===== src/lecc_consts.svh =====
`ifndef LECC_CONSTS_SVH
`define LECC_CONSTS_SVH

// ----------------------------------------
// Register offsets
// ----------------------------------------
`define LECC_OFS_PAR_HI      8'h05
`define LECC_OFS_PAR_LO      8'h06
`define LECC_OFS_WD_CTRL     8'h07
`define LECC_OFS_BUS_CTRL    8'h08

// ----------------------------------------
// Reset values and field positions
// ----------------------------------------
`define LECC_RST_PAR_HI      8'h01
`define LECC_RST_PAR_LO      8'h00
`define LECC_RST_WD_TIMEOUT  7'h7F
`define LECC_RST_WD_OFF      1'h0
`define LECC_RST_BLOCK_WR    1'h0
`define LECC_RST_SDA_HOLD    3'h1
`define LECC_RST_FILTER      4'hC
`define LECC_BIT_WD_OFF      0
`define LECC_BIT_BLOCK_WR    7

// ----------------------------------------
// Timing
// ----------------------------------------
`define LECC_CLK_PERIOD_NS   16'h0014
`define LECC_CLK_KHZ         32'h0000C350
`define LECC_WD_UNIT_MS      32'h00000002
`define LECC_SDA_HOLD_STEP_NS 16'h0032
`define LECC_FILTER_STEP_NS  16'h0005
`define LECC_HOLD_TAPS       32

`endif


===== src/lecc_pkg.sv =====
package lecc_pkg;
    typedef struct packed {
        logic       wr;
        logic       rd;
        logic       remote;
        logic [7:0] addr;
        logic [7:0] wdata;
    } lecc_req_t;

    typedef enum logic [1:0] {
        LECC_WD_IDLE  = 2'b00,
        LECC_WD_RUN   = 2'b01,
        LECC_WD_ABORT = 2'b11
    } lecc_wd_state_t;
endpackage : lecc_pkg


===== src/lecc_link_cfg.sv =====
`timescale 1ns/1ps
`include "lecc_consts.svh"

// How it works
// - Each port flags parity fault once its error count reaches the 16-bit limit.
// - High limit byte holds bits 15..8, resets to 0x01, read/write.
// - Low limit byte holds bits 7..0, resets to 0x00, read/write.
// - Enabled watchdog aborts any control-channel transaction exceeding the timeout.
// - Timeout field bits 7..1 counts 2 ms units, resets to 0x7F.
// - Bit 0 set disables the watchdog; resets to enabled.
// - Control bit 7 set rejects far-side writes to our own registers.
// - Far-side accesses to local bus targets still pass when blocking.
// - Bits 6..4 set SDA input hold after SCL in 50 ns steps, reset 1.
// - Bits 3..0 set widest rejected SCL/SDA glitch in 5 ns steps, reset 0xC.
// - Parity errors are counted only while the checker enable is high.
module lecc_link_cfg #(
    parameter int NUM_PORTS   = 4,
    parameter int TICK_CYCLES = `LECC_WD_UNIT_MS * `LECC_CLK_KHZ
) (
    input  wire logic                 clk_in,
    input  wire logic                 rst_in,
    input  wire lecc_pkg::lecc_req_t  reg_req_in,
    output logic [7:0]                reg_rdata_out,
    output logic                      write_rejected_out,
    input  wire lecc_pkg::lecc_req_t  tgt_req_in,
    output lecc_pkg::lecc_req_t       tgt_req_out,
    input  wire logic                 parity_check_en_in,
    input  wire logic [NUM_PORTS-1:0] parity_err_in,
    input  wire logic [NUM_PORTS-1:0] parity_clear_in,
    output logic [NUM_PORTS-1:0]      parity_flag_out,
    input  wire logic                 cc_start_in,
    input  wire logic                 cc_done_in,
    output logic                      cc_abort_out,
    input  wire logic                 scl_pin_in,
    input  wire logic                 sda_pin_in,
    output logic                      scl_filt_out,
    output logic                      sda_filt_out
);
    import lecc_pkg::*;

    if (NUM_PORTS < 1 || TICK_CYCLES < 2) begin : g_chk
        $error("lecc_link_cfg: bad NUM_PORTS or TICK_CYCLES");
    end

    // ----------------------------------------
    // Register file
    // ----------------------------------------
    logic [7:0]     limit_hi;
    logic [7:0]     limit_lo;
    logic [6:0]     wd_timeout;
    logic           wd_off;
    logic           block_remote_wr;
    logic [2:0]     sda_hold;
    logic [3:0]     filter_depth;
    logic           local_wr;

    assign local_wr = reg_req_in.wr && !(reg_req_in.remote && block_remote_wr);

    always_ff @(posedge clk_in) begin
        if (rst_in) begin
            limit_hi        <= `LECC_RST_PAR_HI;
            limit_lo        <= `LECC_RST_PAR_LO;
            wd_timeout      <= `LECC_RST_WD_TIMEOUT;
            wd_off          <= `LECC_RST_WD_OFF;
            block_remote_wr <= `LECC_RST_BLOCK_WR;
            sda_hold        <= `LECC_RST_SDA_HOLD;
            filter_depth    <= `LECC_RST_FILTER;
        end else if (local_wr) begin
            unique case (reg_req_in.addr)
                `LECC_OFS_PAR_HI: limit_hi <= reg_req_in.wdata;
                `LECC_OFS_PAR_LO: limit_lo <= reg_req_in.wdata;
                `LECC_OFS_WD_CTRL: begin
                    wd_timeout <= reg_req_in.wdata[7:1];
                    wd_off     <= reg_req_in.wdata[`LECC_BIT_WD_OFF];
                end
                `LECC_OFS_BUS_CTRL: begin
                    block_remote_wr <= reg_req_in.wdata[`LECC_BIT_BLOCK_WR];
                    sda_hold        <= reg_req_in.wdata[6:4];
                    filter_depth    <= reg_req_in.wdata[3:0];
                end
                default: begin
                end
            endcase
        end
    end

    // Unmapped offsets read as zero
    always_ff @(posedge clk_in) begin
        if (rst_in) begin
            reg_rdata_out <= 8'h00;
        end else if (reg_req_in.rd) begin
            unique case (reg_req_in.addr)
                `LECC_OFS_PAR_HI:   reg_rdata_out <= limit_hi;
                `LECC_OFS_PAR_LO:   reg_rdata_out <= limit_lo;
                `LECC_OFS_WD_CTRL:  reg_rdata_out <= {wd_timeout, wd_off};
                `LECC_OFS_BUS_CTRL: reg_rdata_out <= {block_remote_wr, sda_hold, filter_depth};
                default:            reg_rdata_out <= 8'h00;
            endcase
        end
    end

    always_ff @(posedge clk_in) begin
        if (rst_in) begin
            write_rejected_out <= 1'b0;
        end else begin
            write_rejected_out <= reg_req_in.wr && reg_req_in.remote && block_remote_wr;
        end
    end

    // Target traffic never sees the block bit
    always_ff @(posedge clk_in) begin
        if (rst_in) begin
            tgt_req_out <= '0;
        end else begin
            tgt_req_out <= tgt_req_in;
        end
    end

    // ----------------------------------------
    // Parity error counters
    // ----------------------------------------
    for (genvar p = 0; p < NUM_PORTS; p++) begin : g_port
        lecc_port_counter #(
            .CNT_W (16)
        ) u_cnt (
            .clk_in        (clk_in),
            .rst_in        (rst_in),
            .check_en_in   (parity_check_en_in),
            .parity_err_in (parity_err_in[p]),
            .clear_in      (parity_clear_in[p]),
            .limit_in      ({limit_hi, limit_lo}),
            .flag_out      (parity_flag_out[p])
        );
    end

    // ----------------------------------------
    // Control-channel watchdog
    // ----------------------------------------
    lecc_wd_state_t wd_state;
    logic [31:0]    tick_cnt;
    logic           tick;
    logic [6:0]     unit_cnt;
    logic           expire;

    assign tick   = (tick_cnt == 32'(TICK_CYCLES - 1));
    // A zero timeout is left to software to avoid; it expires on the first tick
    assign expire = tick && ((unit_cnt + 7'h01) >= wd_timeout);

    // Divider restarts with each transaction so the timeout is exact
    always_ff @(posedge clk_in) begin
        if (rst_in || cc_start_in || wd_state != LECC_WD_RUN) begin
            tick_cnt <= 32'h00000000;
        end else if (tick) begin
            tick_cnt <= 32'h00000000;
        end else begin
            tick_cnt <= tick_cnt + 32'h00000001;
        end
    end

    always_ff @(posedge clk_in) begin
        if (rst_in || cc_start_in) begin
            unit_cnt <= 7'h00;
        end else if (wd_state == LECC_WD_RUN && tick) begin
            unit_cnt <= unit_cnt + 7'h01;
        end
    end

    always_ff @(posedge clk_in) begin
        if (rst_in) begin
            wd_state <= LECC_WD_IDLE;
        end else begin
            unique case (wd_state)
                LECC_WD_IDLE: begin
                    if (cc_start_in && !wd_off) begin
                        wd_state <= LECC_WD_RUN;
                    end
                end
                LECC_WD_RUN: begin
                    if (cc_start_in) begin
                        wd_state <= LECC_WD_RUN;
                    end else if (cc_done_in || wd_off) begin
                        wd_state <= LECC_WD_IDLE;
                    end else if (expire) begin
                        wd_state <= LECC_WD_ABORT;
                    end
                end
                LECC_WD_ABORT: wd_state <= LECC_WD_IDLE;
                default:       wd_state <= LECC_WD_IDLE;
            endcase
        end
    end

    always_ff @(posedge clk_in) begin
        if (rst_in) begin
            cc_abort_out <= 1'b0;
        end else begin
            cc_abort_out <= (wd_state == LECC_WD_RUN) && expire && !cc_start_in
                            && !cc_done_in && !wd_off;
        end
    end

    // ----------------------------------------
    // SCL/SDA conditioning
    // ----------------------------------------
    logic [1:0]  pin_meta;
    logic [1:0]  pin_sync;
    logic [1:0]  line_filt;
    logic [15:0] filter_cyc;
    logic [15:0] hold_cyc;
    logic [`LECC_HOLD_TAPS-1:0] sda_taps;

    // Round up so no pulse at the programmed width slips through
    assign filter_cyc = 16'(({12'h000, filter_depth} * `LECC_FILTER_STEP_NS
                        + `LECC_CLK_PERIOD_NS - 16'h0001) / `LECC_CLK_PERIOD_NS);
    assign hold_cyc   = 16'(({13'h0000, sda_hold} * `LECC_SDA_HOLD_STEP_NS
                        + `LECC_CLK_PERIOD_NS - 16'h0001) / `LECC_CLK_PERIOD_NS);

    always_ff @(posedge clk_in) begin
        if (rst_in) begin
            pin_meta <= 2'h3;
            pin_sync <= 2'h3;
        end else begin
            pin_meta <= {sda_pin_in, scl_pin_in};
            pin_sync <= pin_meta;
        end
    end

    for (genvar l = 0; l < 2; l++) begin : g_filt
        logic [15:0] stable_cnt;
        always_ff @(posedge clk_in) begin
            if (rst_in) begin
                stable_cnt   <= 16'h0000;
                line_filt[l] <= 1'b1;
            end else if (pin_sync[l] == line_filt[l]) begin
                stable_cnt <= 16'h0000;
            end else if (stable_cnt >= filter_cyc) begin
                stable_cnt   <= 16'h0000;
                line_filt[l] <= pin_sync[l];
            end else begin
                stable_cnt <= stable_cnt + 16'h0001;
            end
        end
    end

    always_ff @(posedge clk_in) begin
        if (rst_in) begin
            sda_taps     <= '1;
            scl_filt_out <= 1'b1;
            sda_filt_out <= 1'b1;
        end else begin
            sda_taps     <= {sda_taps[`LECC_HOLD_TAPS-2:0], line_filt[1]};
            scl_filt_out <= line_filt[0];
            sda_filt_out <= (hold_cyc == 16'h0000) ? line_filt[1]
                            : sda_taps[5'(hold_cyc - 16'h0001)];
        end
    end

    // ----------------------------------------
    // Checks
    // ----------------------------------------
    AST_HI_RESET: assert property (@(posedge clk_in)
        $past(rst_in) |-> (limit_hi == 8'h01 && limit_lo == 8'h00)) else $error("bad limit reset");
    AST_LO_WRITE: assert property (@(posedge clk_in) disable iff (rst_in)
        (local_wr && reg_req_in.addr == 8'h06) |=> limit_lo == $past(reg_req_in.wdata))
        else $error("low byte write lost");
    AST_WD_RESET: assert property (@(posedge clk_in)
        $past(rst_in) |-> ({wd_timeout, wd_off} == 8'hFE)) else $error("bad watchdog reset");
    AST_ABORT_ENABLED: assert property (@(posedge clk_in) disable iff (rst_in)
        cc_abort_out |-> $past(!wd_off && wd_state == LECC_WD_RUN)) else $error("abort while off");
    AST_ABORT_DUE: assert property (@(posedge clk_in) disable iff (rst_in)
        (wd_state == LECC_WD_RUN && expire && !cc_start_in && !cc_done_in && !wd_off)
        |=> cc_abort_out ##1 wd_state == LECC_WD_IDLE) else $error("missed timeout abort");
    AST_RESTART: assert property (@(posedge clk_in) disable iff (rst_in)
        cc_start_in |=> (unit_cnt == 7'h00 && tick_cnt == 32'h00000000)) else $error("no restart");
    AST_REMOTE_BLOCK: assert property (@(posedge clk_in) disable iff (rst_in)
        (reg_req_in.wr && reg_req_in.remote && block_remote_wr)
        |=> ($stable({limit_hi, limit_lo, wd_timeout, wd_off}) && write_rejected_out))
        else $error("remote write not blocked");
    AST_TGT_PASS: assert property (@(posedge clk_in) disable iff (rst_in)
        1'b1 |=> tgt_req_out == $past(tgt_req_in)) else $error("target access altered");
    AST_GLITCH: assert property (@(posedge clk_in) disable iff (rst_in)
        $changed(line_filt[0]) |-> $past(pin_sync[0]) == line_filt[0]) else $error("glitch passed");

    COV_ABORT: cover property (@(posedge clk_in) disable iff (rst_in) cc_abort_out);
    COV_REJECT: cover property (@(posedge clk_in) disable iff (rst_in) write_rejected_out);
    COV_SCL: cover property (@(posedge clk_in) disable iff (rst_in) $fell(scl_filt_out));
endmodule : lecc_link_cfg


===== src/lecc_port_counter.sv =====
`timescale 1ns/1ps
module lecc_port_counter #(
    parameter int CNT_W = 16
) (
    input  wire logic             clk_in,
    input  wire logic             rst_in,
    input  wire logic             check_en_in,
    input  wire logic             parity_err_in,
    input  wire logic             clear_in,
    input  wire logic [CNT_W-1:0] limit_in,
    output logic                  flag_out
);
    logic [CNT_W-1:0] count;
    logic             set_flag;

    if (CNT_W < 1) begin : g_chk
        $error("lecc_port_counter: CNT_W must be positive");
    end

    // Saturate so a long error burst never wraps below the limit
    always_ff @(posedge clk_in) begin
        if (rst_in || clear_in) begin
            count <= '0;
        end else if (check_en_in && parity_err_in && (count != '1)) begin
            count <= count + 1'b1;
        end
    end

    // Clear empties the count too, so the stale level must not re-set the flag
    assign set_flag = check_en_in && !clear_in && (count >= limit_in);

    always_ff @(posedge clk_in) begin
        if (rst_in) begin
            flag_out <= 1'b0;
        end else begin
            flag_out <= set_flag || (flag_out && !clear_in);
        end
    end

    AST_FLAG_SET: assert property (@(posedge clk_in) disable iff (rst_in)
        set_flag |=> flag_out) else $error("parity flag not set at limit");
    AST_COUNT_GATED: assert property (@(posedge clk_in) disable iff (rst_in)
        (!check_en_in && !clear_in) |=> $stable(count)) else $error("counted while disabled");
    AST_FLAG_CLEAR: assert property (@(posedge clk_in) disable iff (rst_in)
        clear_in |=> !flag_out) else $error("parity flag survived clear");
    COV_FLAG: cover property (@(posedge clk_in) disable iff (rst_in) $rose(flag_out));
endmodule : lecc_port_counter


===== config.mk =====
export PLATFORM = sky130hd
export DESIGN_NAME = lecc_link_cfg
export DESIGN_NICKNAME = d
export VERILOG_FILES = /design/src/lecc_pkg.sv /design/src/lecc_link_cfg.sv /design/src/lecc_port_counter.sv
export VERILOG_INCLUDE_DIRS = /design/src /design/src/src
export SDC_FILE = /design/constraint.sdc
export NUM_CORES = 1
export LEC_CHECK = 0
export ABC_AREA = 1
export BUFFER_PORTS_ARGS = -buffer_cell sky130_fd_sc_hd__buf_2
export CELL_PAD_IN_SITES_DETAIL_PLACEMENT = 0
export CELL_PAD_IN_SITES_GLOBAL_PLACEMENT = 1
export CORE_MARGIN = 2
export CORE_UTILIZATION = 45
export CTS_CLUSTER_SIZE = 25
export DETAILED_ROUTE_END_ITERATION = 12
export PLACE_DENSITY_LB_ADDON = 0.08
export SLEW_MARGIN = 15
export SYNTH_ARGS = -nofsm -noshare
export SYNTH_HDL_FRONTEND = slang
export SYNTH_SLANG_ARGS = --single-unit

===== constraint.sdc =====
create_clock -name clk_in -period 6.3 [get_ports clk_in]
set_input_delay 1.89 -clock clk_in [delete_from_list [all_inputs] [get_ports clk_in]]
set_output_delay 1.89 -clock clk_in [all_outputs]
set_load 0.01 [all_outputs]

==> results.md, run 1 <==
- Register area: 4845 sq um
- Filler Cell Count: 2,810
- Worst setup path end: sda_filt_out
- RSZ-0062 raised after global routing: false
- Total core area: 27,710 sq um
- Io pins: 88
- Worst r2r dst: sda_filt_out
- Hold Crit Start: pin_meta[0]
- Fmax: 0.1816 GHz
- Port-buffer cells: 87
- Die X: 171.5 um
- M1 wire length: 15,240 um
- CTS max path bufs: 3
- Final wirelength: 29,730 um
- Crit. Startpoint: sda_hold[1]
- Most frequent cell after synthesis: inv_1
- Die Area: 29,430 sq um
- Die Y: 171.5 um
- Critical path required time: 6790 ps
- Synth Area per Inst: 7.501 sq um
- Skew final: 16.56 ps
- Synth top cells by count: 265 x inv_1, 243 x nand2_1, 242 x dfxtp_1
- HPWL Detailed: 22,320 um
- Fin crit period: 5506 ps
- DR WL/cell: 13.56 um
- Post-synthesis mux area share: 0
- Vias per Instance: 4.991
- Cell taking the most area after synthesis: dfxtp_1
- Largest net degree at the start of global routing: 62
- Clk sinks: 242
- Setup TNS: 0 ps
- Complex-gate fraction of the synthesized area: 0.1400
- Worst path depth: 35
- Placed Cells: 2,141
- Initial drt markers: 570
- Worst setup SP type: register
- Cell Pwr Density: 236.6 nW/um^2
- Post-cts resize count: 0
- Design area: 14,500 sq um
- Post-synthesis adder-cell area fraction: 0.1086
- Worst slack at placement: 781.7 ps
- Utilization after layout: 0.5233
- Slew margin rel.: 0.4026
- Grt ovf: 0
- Synth area leaders: dfxtp_1 38%, ha_1 11%, inv_1 7.9%, nand2_1 7.2%, a21oi_1 5.1%
- Multi-input logic area: 6673 sq um
- Yosys warns: 0
- Xor-xnor portion of the synthesized cell area: 0.01664
- Synth Flop Type: dfxtp_1
- Final period util: 0.8740
- Slowest stage cell, crit path: nor3_4
- Max-cap violations: 0
- Met2 routed WL: 12,610 um
- CP Buf/Inv Count: 5
- Final worst slack: 793.9 ps
- Number of enable flip-flop cells after synthesis: 0
- Post-route insts no fill: 2,192
- Post-synth ARST share: 0
- Highest metal used: met4
- Initial core utilization: 0.4559
- Crit path arrival time: 5990 ps
- Main combinational cell family by area after synthesis: simple AND/OR/NAND/NOR gates
- CTS clk-pin slew, worst paths: 60 ps
- Post-CTS setup buffer count: 0
- Setup Crit Path Kind: reg2reg
- Worst-skew pair later-pin latency: 550 ps
- Routed vias: 10,940
- DRC Markers: 0
- Global-route wire length before repair: 48,540 um
- Cells after Synth: 1,684
- Fin. Hold Viols: 0
- GRT Overall Usage: 0.2009
- Root Buffer: clkbuf_16
- Total CTS buffers: 28
- Simple-gate share of the synthesized area: 0.2565
- Hold WC Path Type: reg2reg
- Final setup vio count: 0
- Seq/Total Area, Yosys: 0.3835
- Share of cells above drive strength 1: 0.1036
- Yosys cell types: 45
- Critical path fanouts, max: 18
- Met3 wire len: 1254 um
- R2R Path Start: sda_hold[1]
- ANT cells: 0
- Delay-heaviest family, CP: simple AND/OR/NAND/NOR gates
- Total Nets Final: 1,955
- Critical Path Most Common Cell: nand3_1
- Status: complete, no violations
- Maximum vdd ir drop: 0.1741 mV
- Initial antenna violation count: 0
- Area after DPL: 13,490 sq um
- Drt first pass iters: 5
- Worst reg2reg path depth: 35
- CTS H-tree lvls: 1
- FF+latch count, synth: 242
- Core Rows: 61
- Vias in the first global route: 10,010
- Post-Syn Area: 12,630 sq um
- Gpl congestion: 0.8409
- Slowest stage delay, CP: 560 ps
- Area grow syn2layout: 14.77%
- Slew @ Worst Pin: 892.9 ps
- Antenna-violating nets left: 0
- Hold Buf Count CTS: 0
- Critical Path End Type: register
- Area share of the leading cell type in the synthesized netlist: 0.3835
- CTS tree: yes
- Leakage: 6.314 nW
- Slew Viols, Final: 0
- Reg2Reg Setup Slack: 790 ps
[flip-flops by register name, indices dropped and copies added, names as in the netlist, 3 cells and up]
signal	count
filter_depth	4
sda_taps	32
g_port.u_cnt.flag_out	4
g_filt.stable_cnt	32
limit_hi	8
g_port.u_cnt.count	64
tgt_req_out	19
reg_rdata_out	8
limit_lo	8
unit_cnt	7
sda_hold	3
tick_cnt	32
wd_timeout	7
[per-layer routing]
metal,up-vias,global-route usage
met5,-,0
met4,0,0.04606
met1,4919,0.2843
li1,5800,-
met2,176,0.3180
met3,45,0.03590
[placed cells by master (no fill, tap or decap), types with 17 or more instances in the layout]
| cell | instances |
|---|---|
| a21oi_1 | 128 |
| nand4_1 | 35 |
| clkbuf_16 | 29 |
| nand2_1 | 243 |
| buf_2 | 87 |
| o21a_1 | 27 |
| inv_1 | 265 |
| nor2_1 | 140 |
| o21ai_0 | 94 |
| conb_1 | 22 |
| nor3_1 | 58 |
| ha_1 | 108 |
| nor4_1 | 32 |
| dfxtp_1 | 242 |
| nand3_1 | 112 |
| xor2_1 | 17 |
[power by group]
group / switching (mW) / total (mW) / leakage (nW) / internal [mW]
Sequential: 0.00654 / 1.56 / 1.97 / 1.55
Clock: 0.644 / 1.74 / 0.495 / 1.10
Combinational: 0.0873 / 0.132 / 3.85 / 0.0448
Total: 0.738 / 3.43 / 6.31 / 2.69
[cell type report]
cell class / count / area share
multi-input combinational: 1153 / 0.4603
sequential: 242 / 0.3342
inverter: 278 / 0.07198
clock buffer: 43 / 0.05920
tap: 378 / 0.03262
timing repair buffer: 90 / 0.03159
clock inverter: 8 / 0.01018
[how the worst min path moves through the flow]
stage	slack [ps]	cells past startpoint	to
finish	410	1	pin_sync[0]
global route	420	1	pin_sync[0]
CTS	410	1	pin_sync[0]
detailed placement	390	1	pin_sync[0]
global placement	390	1	pin_sync[0]
floorplan	390	1	pin_sync[0]
[cells by family (layout without fill, tap and decap cells)]
logic type	count (synthesis)	count (layout)
fa+ha+maj	109	109
compound gates	311	311
buf+inv	310	419
flops	242	242
simple gates	687	687
other cells	1	22
xor+xnor	24	24
[metrics by stage]
step	hold slack, ps	total power, mW
2_1_floorplan	389.5	1.672
5_1_grt	422.2	3.555
3_5_place_dp	393.7	1.722
4_1_cts	406.7	3.478
3_3_place_gp	391.8	1.720
6_report	406.5	3.430
(Power assumes the default switching activity.)
==> inputs of run 2 (changes only) <==
CORE_UTILIZATION = 41   (was 45)
HOLD_SLACK_MARGIN = 0.1   (was default)
clock period = 4.8 ns   (was 6.3 ns; I/O delays follow)
==> run 2 against run 1 <==
Against the previous run: power grew 32%; clock power grew 32%; combinational power grew 42%; worst hold slack gained 5.0 ps; critical endpoint unchanged; largest cell class unchanged.
==> results.md, run 2 (same netlist as run 1, synthesis figures left out) <==
- Core Rows: 64
- Hold WC Path Type: reg2reg
- Crit path arrival time: 4970 ps
- Worst setup SP type: register
- Initial antenna violation count: 0
- Largest net degree at the start of global routing: 35
- Commonest non-fill, non-tap cell in the layout: inv_1
- Grt ovf: 0
- Placed Cells: 2,178
- Antenna-violating nets left: 0
- Total Nets Final: 1,994
- Routed vias: 11,150
- Reg power frac: 0.451
- Root Buffer: clkbuf_16
- Cell Pwr Density: 297.2 nW/um^2
- Final period util: 0.9456
- DRC Markers: 0
- CTS clk-pin slew, worst paths: 60 ps
- Logic gate share of total power: 0.042
- GR Layer Usage met1: 0.2578
- HPWL Detailed: 22,930 um
- Port-buffer cells: 87
- Vias per Instance: 4.956
- CTS tree: yes
- Internal power: 3.525 mW
- Slew margin rel.: 0.4790
- Fin. Hold Viols: 0
- Total core area: 30,430 sq um
- Total CTS buffers: 28
- Initial drt markers: 497
- Leakage: 6.541 nW
- Gr busiest metal: met2
- Clk sinks: 242
- Die X: 179.5 um
- Critical path fanouts, max: 8
- Fin crit period: 4539 ps
- Setup Crit Path Kind: reg2reg
- Io pins: 88
- Skew final: 7.817 ps
- Slew @ Worst Pin: 774.3 ps
- Met2 Usage GRT: 0.3159
- Net Sw Frac: 0.2221
- Slew Viols, Final: 0
- Largest Register: g_port.u_cnt.count
- Initial core utilization: 0.4151
- Max-cap violations: 0
- Critical Path End Type: register
- Final setup vio count: 0
- Filler Cell Count: 3,078
- Global-route wire length before repair: 51,190 um
- Die Y: 179.5 um
- Clk pwr share: 0.508
- Most frequent cells in the layout: 257 x inv_1, 237 x dfxtp_1, 230 x nand2_1
- Met3 Usage GRT: 0.02492
- Fmax: 0.2203 GHz
- Sw power: 1.007 mW
- Critical Path Most Common Cell: nand2_4
- GRT Overall Usage: 0.1881
- CTS H-tree lvls: 1
- CTS max path bufs: 3
- Max reg flops: 64
- Maximum vdd ir drop: 0.2602 mV
- Critical path required time: 5230 ps
- Drt first pass iters: 5
- Post-route insts no fill: 2,250
- Die Area: 32,230 sq um
- Final wirelength: 31,230 um
- Slowest stage cell, crit path: dfxtp_2
- Worst hold-check slack: 411.5 ps
- Share of cells above drive strength 1: 0.1586
- Gpl congestion: 0.8361
- Worst-skew pair later-pin latency: 540 ps
- ANT cells: 0
- Vias in the first global route: 10,400
- Status: complete, no violations
- Area grow syn2layout: 20.70%
- DR WL/cell: 13.88 um
- Slowest stage delay, CP: 320 ps
[run 2: changes by cell type in the layout (fill, tap and decap cells not counted), sizes merged]
cell      previous run  this run
clkbuf              43        36
clkinvlp             0         1
buf                 90       128
bufinv               4         5
clkinv               6        11
inv                276       277
nand2              262       263
[run 2: area by class of cell]
class / instances / area [sq um] / area share
multi-input cells: 1154 / 7088 / 0.4649
clock buffers: 36 / 782.0 / 0.05129
flip-flops and latches: 242 / 4853 / 0.3183
well taps: 396 / 495.5 / 0.03250
clock inverters: 16 / 226.5 / 0.01485
repair buffers: 128 / 743.2 / 0.04874
inverters: 278 / 1059 / 0.06942
[run 2: metal layers]
metal  vias up  wire (um)
li1       5901          -
met1      5039      15110
met2       173      14310
met3        38       1186
met4         0        622
met5         -          0
[run 2: path summary, 6_finish.rpt]
path	end	slack, ps	startpoint	cells past startpoint
worst min-delay path	sda_taps[27]	410	sda_taps[26]	2
worst max register to register	sda_filt_out	260	sda_hold[1]	39
worst min register to register	sda_taps[27]	410	sda_taps[26]	2
worst max-delay path	sda_filt_out	260	sda_hold[1]	39
[run 2: timing repair]
| item | in CTS | in global routing |
|---|---|---|
| endpoints found under the setup margin | 5 | 13 |
| hold buffers | 0 | 0 |
| buffers inserted | 2 | 18 |
| pin swaps | 3 | 56 |
| cloned | 0 | 1 |
| hold endpoints to repair | 0 | 0 |
| gates resized for setup | 5 | 96 |
[run 2: critical path, delay by kind of cell, from the launching register on]
family,cells,cell delay (ps)
adders and majority gates,4,850
buffers and inverters,6,640
DFF,1,320
and+or+nand+nor,29,2600
[run 2: through the flow]
stage | util | TNS (ps) | area (sq um) | worst slack (ps) | total power [mW]
finish | 0.5011 | 0 | 15250 | 261.2 | 4.532
CTS | 0.4831 | 0 | 14700 | 15.94 | 4.587
global route | 0.5011 | -73.25 | 15250 | -61.82 | 4.703
floorplan | - | 0 | 12710 | 91.43 | 2.195
global placement | 0.4488 | 0 | 13660 | 68.86 | 2.266
detailed placement | 0.4488 | -261.4 | 13660 | -139.4 | 2.268
[run 2: power by group through the flow]
stage                     Combinational [mW]  Clock, mW  Sequential, mW
after global placement                 0.179          0            2.09
after floorplan                        0.104          0            2.09
after global routing                   0.215       2.45            2.04
after CTS                              0.182       2.36            2.04
final                                  0.188       2.30            2.04
after detailed placement               0.181          0            2.09
==> inputs of run 3 (changes only) <==
CORE_UTILIZATION = 27   (was 41)
clock period = 4.2 ns   (was 4.8 ns; I/O delays follow)
==> run 3 against run 2 <==
Against the previous run: sequential power is 14% higher; clock power increased by 23%; the run now ends with setup timing left; register-to-register slack lost 520 ps.
==> results.md, run 3 (same netlist as run 1, synthesis figures left out) <==
- Port-buffer cells: 87
- Share of cells above drive strength 1: 0.1898
- Drt first pass iters: 5
- Critical Path End Type: register
- Crit. Startpoint: filter_depth[1]
- Most frequent cells in the layout: 256 x inv_1, 236 x dfxtp_1, 229 x nand2_1
- Initial antenna violation count: 3
- DRC Markers: 0
- ANT cells: 0
- Hold WC Path Type: reg2reg
- Utilization after layout: 0.3458
- Final worst slack: -255.5 ps
- Setup Crit Path Kind: reg2reg
- Die Y: 220.3 um
- Slowest stage delay, CP: 360 ps
- Vias per Instance: 4.499
- Largest Register: g_port.u_cnt.count
- Vias in the first global route: 10,780
- GRT Overall Usage: 0.1477
- Hold Crit Depth: 1
- Hold Crit Start: pin_meta[0]
- Largest net degree at the start of global routing: 44
- Worst-skew pair later-pin latency: 530 ps
- Fin. Hold Viols: 0
- Area grow syn2layout: 26.92%
- Worst setup SP type: register
- Global-route wire length before repair: 56,530 um
- Hold Buf Count CTS: 0
- Final Power: 5.384 mW
- Internal power: 4.124 mW
- Die Area: 48,530 sq um
- Gpl congestion: 0.7624
- Delay-heaviest family, CP: compound AO/OA/AOI/OAI gates
- Slew Viols, Final: 0
- Fmax: 0.2244 GHz
- RSZ-0062 raised after global routing: true
- Final period util: 1.061
- Maximum vdd ir drop: 0.2084 mV
- Sw power: 1.261 mW
- HPWL Detailed: 26,150 um
- Post-route insts no fill: 2,514
- Core Rows: 79
- Total Nets Final: 2,048
- Initial core utilization: 0.2725
- Logic gate share of total power: 0.044
- Cell Pwr Density: 335.8 nW/um^2
- Clk pwr share: 0.523
- Slowest stage cell, crit path: dfxtp_4
- Reg power frac: 0.434
- CTS tree: yes
- Total core area: 46,360 sq um
- Total CTS buffers: 34
- Skew final: 17.65 ps
- Grt ovf: 0
- CTS H-tree lvls: 2
- Io pins: 88
- Design area: 16,030 sq um
- Critical Path Most Common Cell: ha_4
- CTS clk-pin slew, worst paths: 60 ps
- Critical path fanouts, max: 4
- Setup TNS: -1429 ps
- Fin crit period: 4455 ps
- Die X: 220.3 um
- Leakage: 6.830 nW
- Initial drt markers: 519
- Antenna-violating nets left: 0
- Critical path required time: 4670 ps
- Max-cap violations: 0
- Final wirelength: 35,210 um
- Crit path arrival time: 4920 ps
- DR WL/cell: 14.00 um
- Net Sw Frac: 0.2341
- Routed vias: 11,310
- Slew margin rel.: 0.5245
- Area after DPL: 14,600 sq um
- Root Buffer: clkbuf_16
- Worst reg2reg path depth: 29
- CTS max path bufs: 3
- Worst path depth: 29
- CP Buf/Inv Count: 5
- Max reg flops: 64
- Final setup vio count: 9
- Slew @ Worst Pin: 712.5 ps
- Status: finished with violations
- R2R Path Start: filter_depth[1]
- Placed Cells: 2,446
- Clk sinks: 242
- Failing checks: setup timing
- Commonest non-fill, non-tap cell in the layout: inv_1
run 3: cell count changes in the layout (fill, tap and decap cells not counted), moves of 5 or more:
cell,before,now
buf_4,41,87
clkbuf_16,29,35
nand2_2,17,22
nand3_1,100,94
nand3_2,12,20
run 3: stage by stage:
step / hold WS [ps] / setup WS, ps
5_1_grt: 425.5 / -604.1
4_1_cts: 412.5 / -276.9
3_5_place_dp: 401.9 / -283.6
6_report: 409.3 / -255.5
2_1_floorplan: 389.5 / -61.06
3_3_place_gp: 394.0 / -207.5
run 3: cell type report:
type	count	area (sq um)
Timing Repair Buffer	177	1122
Inverter	278	1056
Multi-Input combinational cell	1153	7158
Clock inverter	11	130.1
Fill cell	4916	30330
Tap cell	607	759.5
Clock buffer	46	947.2
Sequential cell	242	4860
run 3: worst paths after layout:
kind / endpoint / slack [ps]
min: pin_sync[0] / 410
max: g_filt[0].stable_cnt[1] / -260
min reg2reg: pin_sync[0] / 410
max reg2reg: g_filt[0].stable_cnt[1] / -260
run 3: power groups by stage:
stage               Sequential (mW)  Clock (mW)  Combinational [mW]
detailed placement             2.38           0               0.229
global placement               2.38           0               0.231
floorplan                      2.39           0               0.125
CTS                            2.33        2.95               0.237
global route                   2.34        3.02               0.267
finish                         2.33        2.82               0.235
run 3: what timing repair did:
| item | 4_1_cts | 5_1_grt |
|---|---|---|
| setup buffers | 9 | 5 |
| cloned | 0 | 0 |
| endpoints found under the setup margin | 13 | 17 |
| pin swaps | 48 | 47 |
| resized for setup | 37 | 29 |
run 3: metal layers:
layer	global-route usage	up-vias	share of wire
li1	-	6006	-
met1	0.2001	5086	0.50
met2	0.2352	163	0.43
met3	0.03436	50	0.044
met4	0.03937	6	0.021
met5	0	-	0.0011
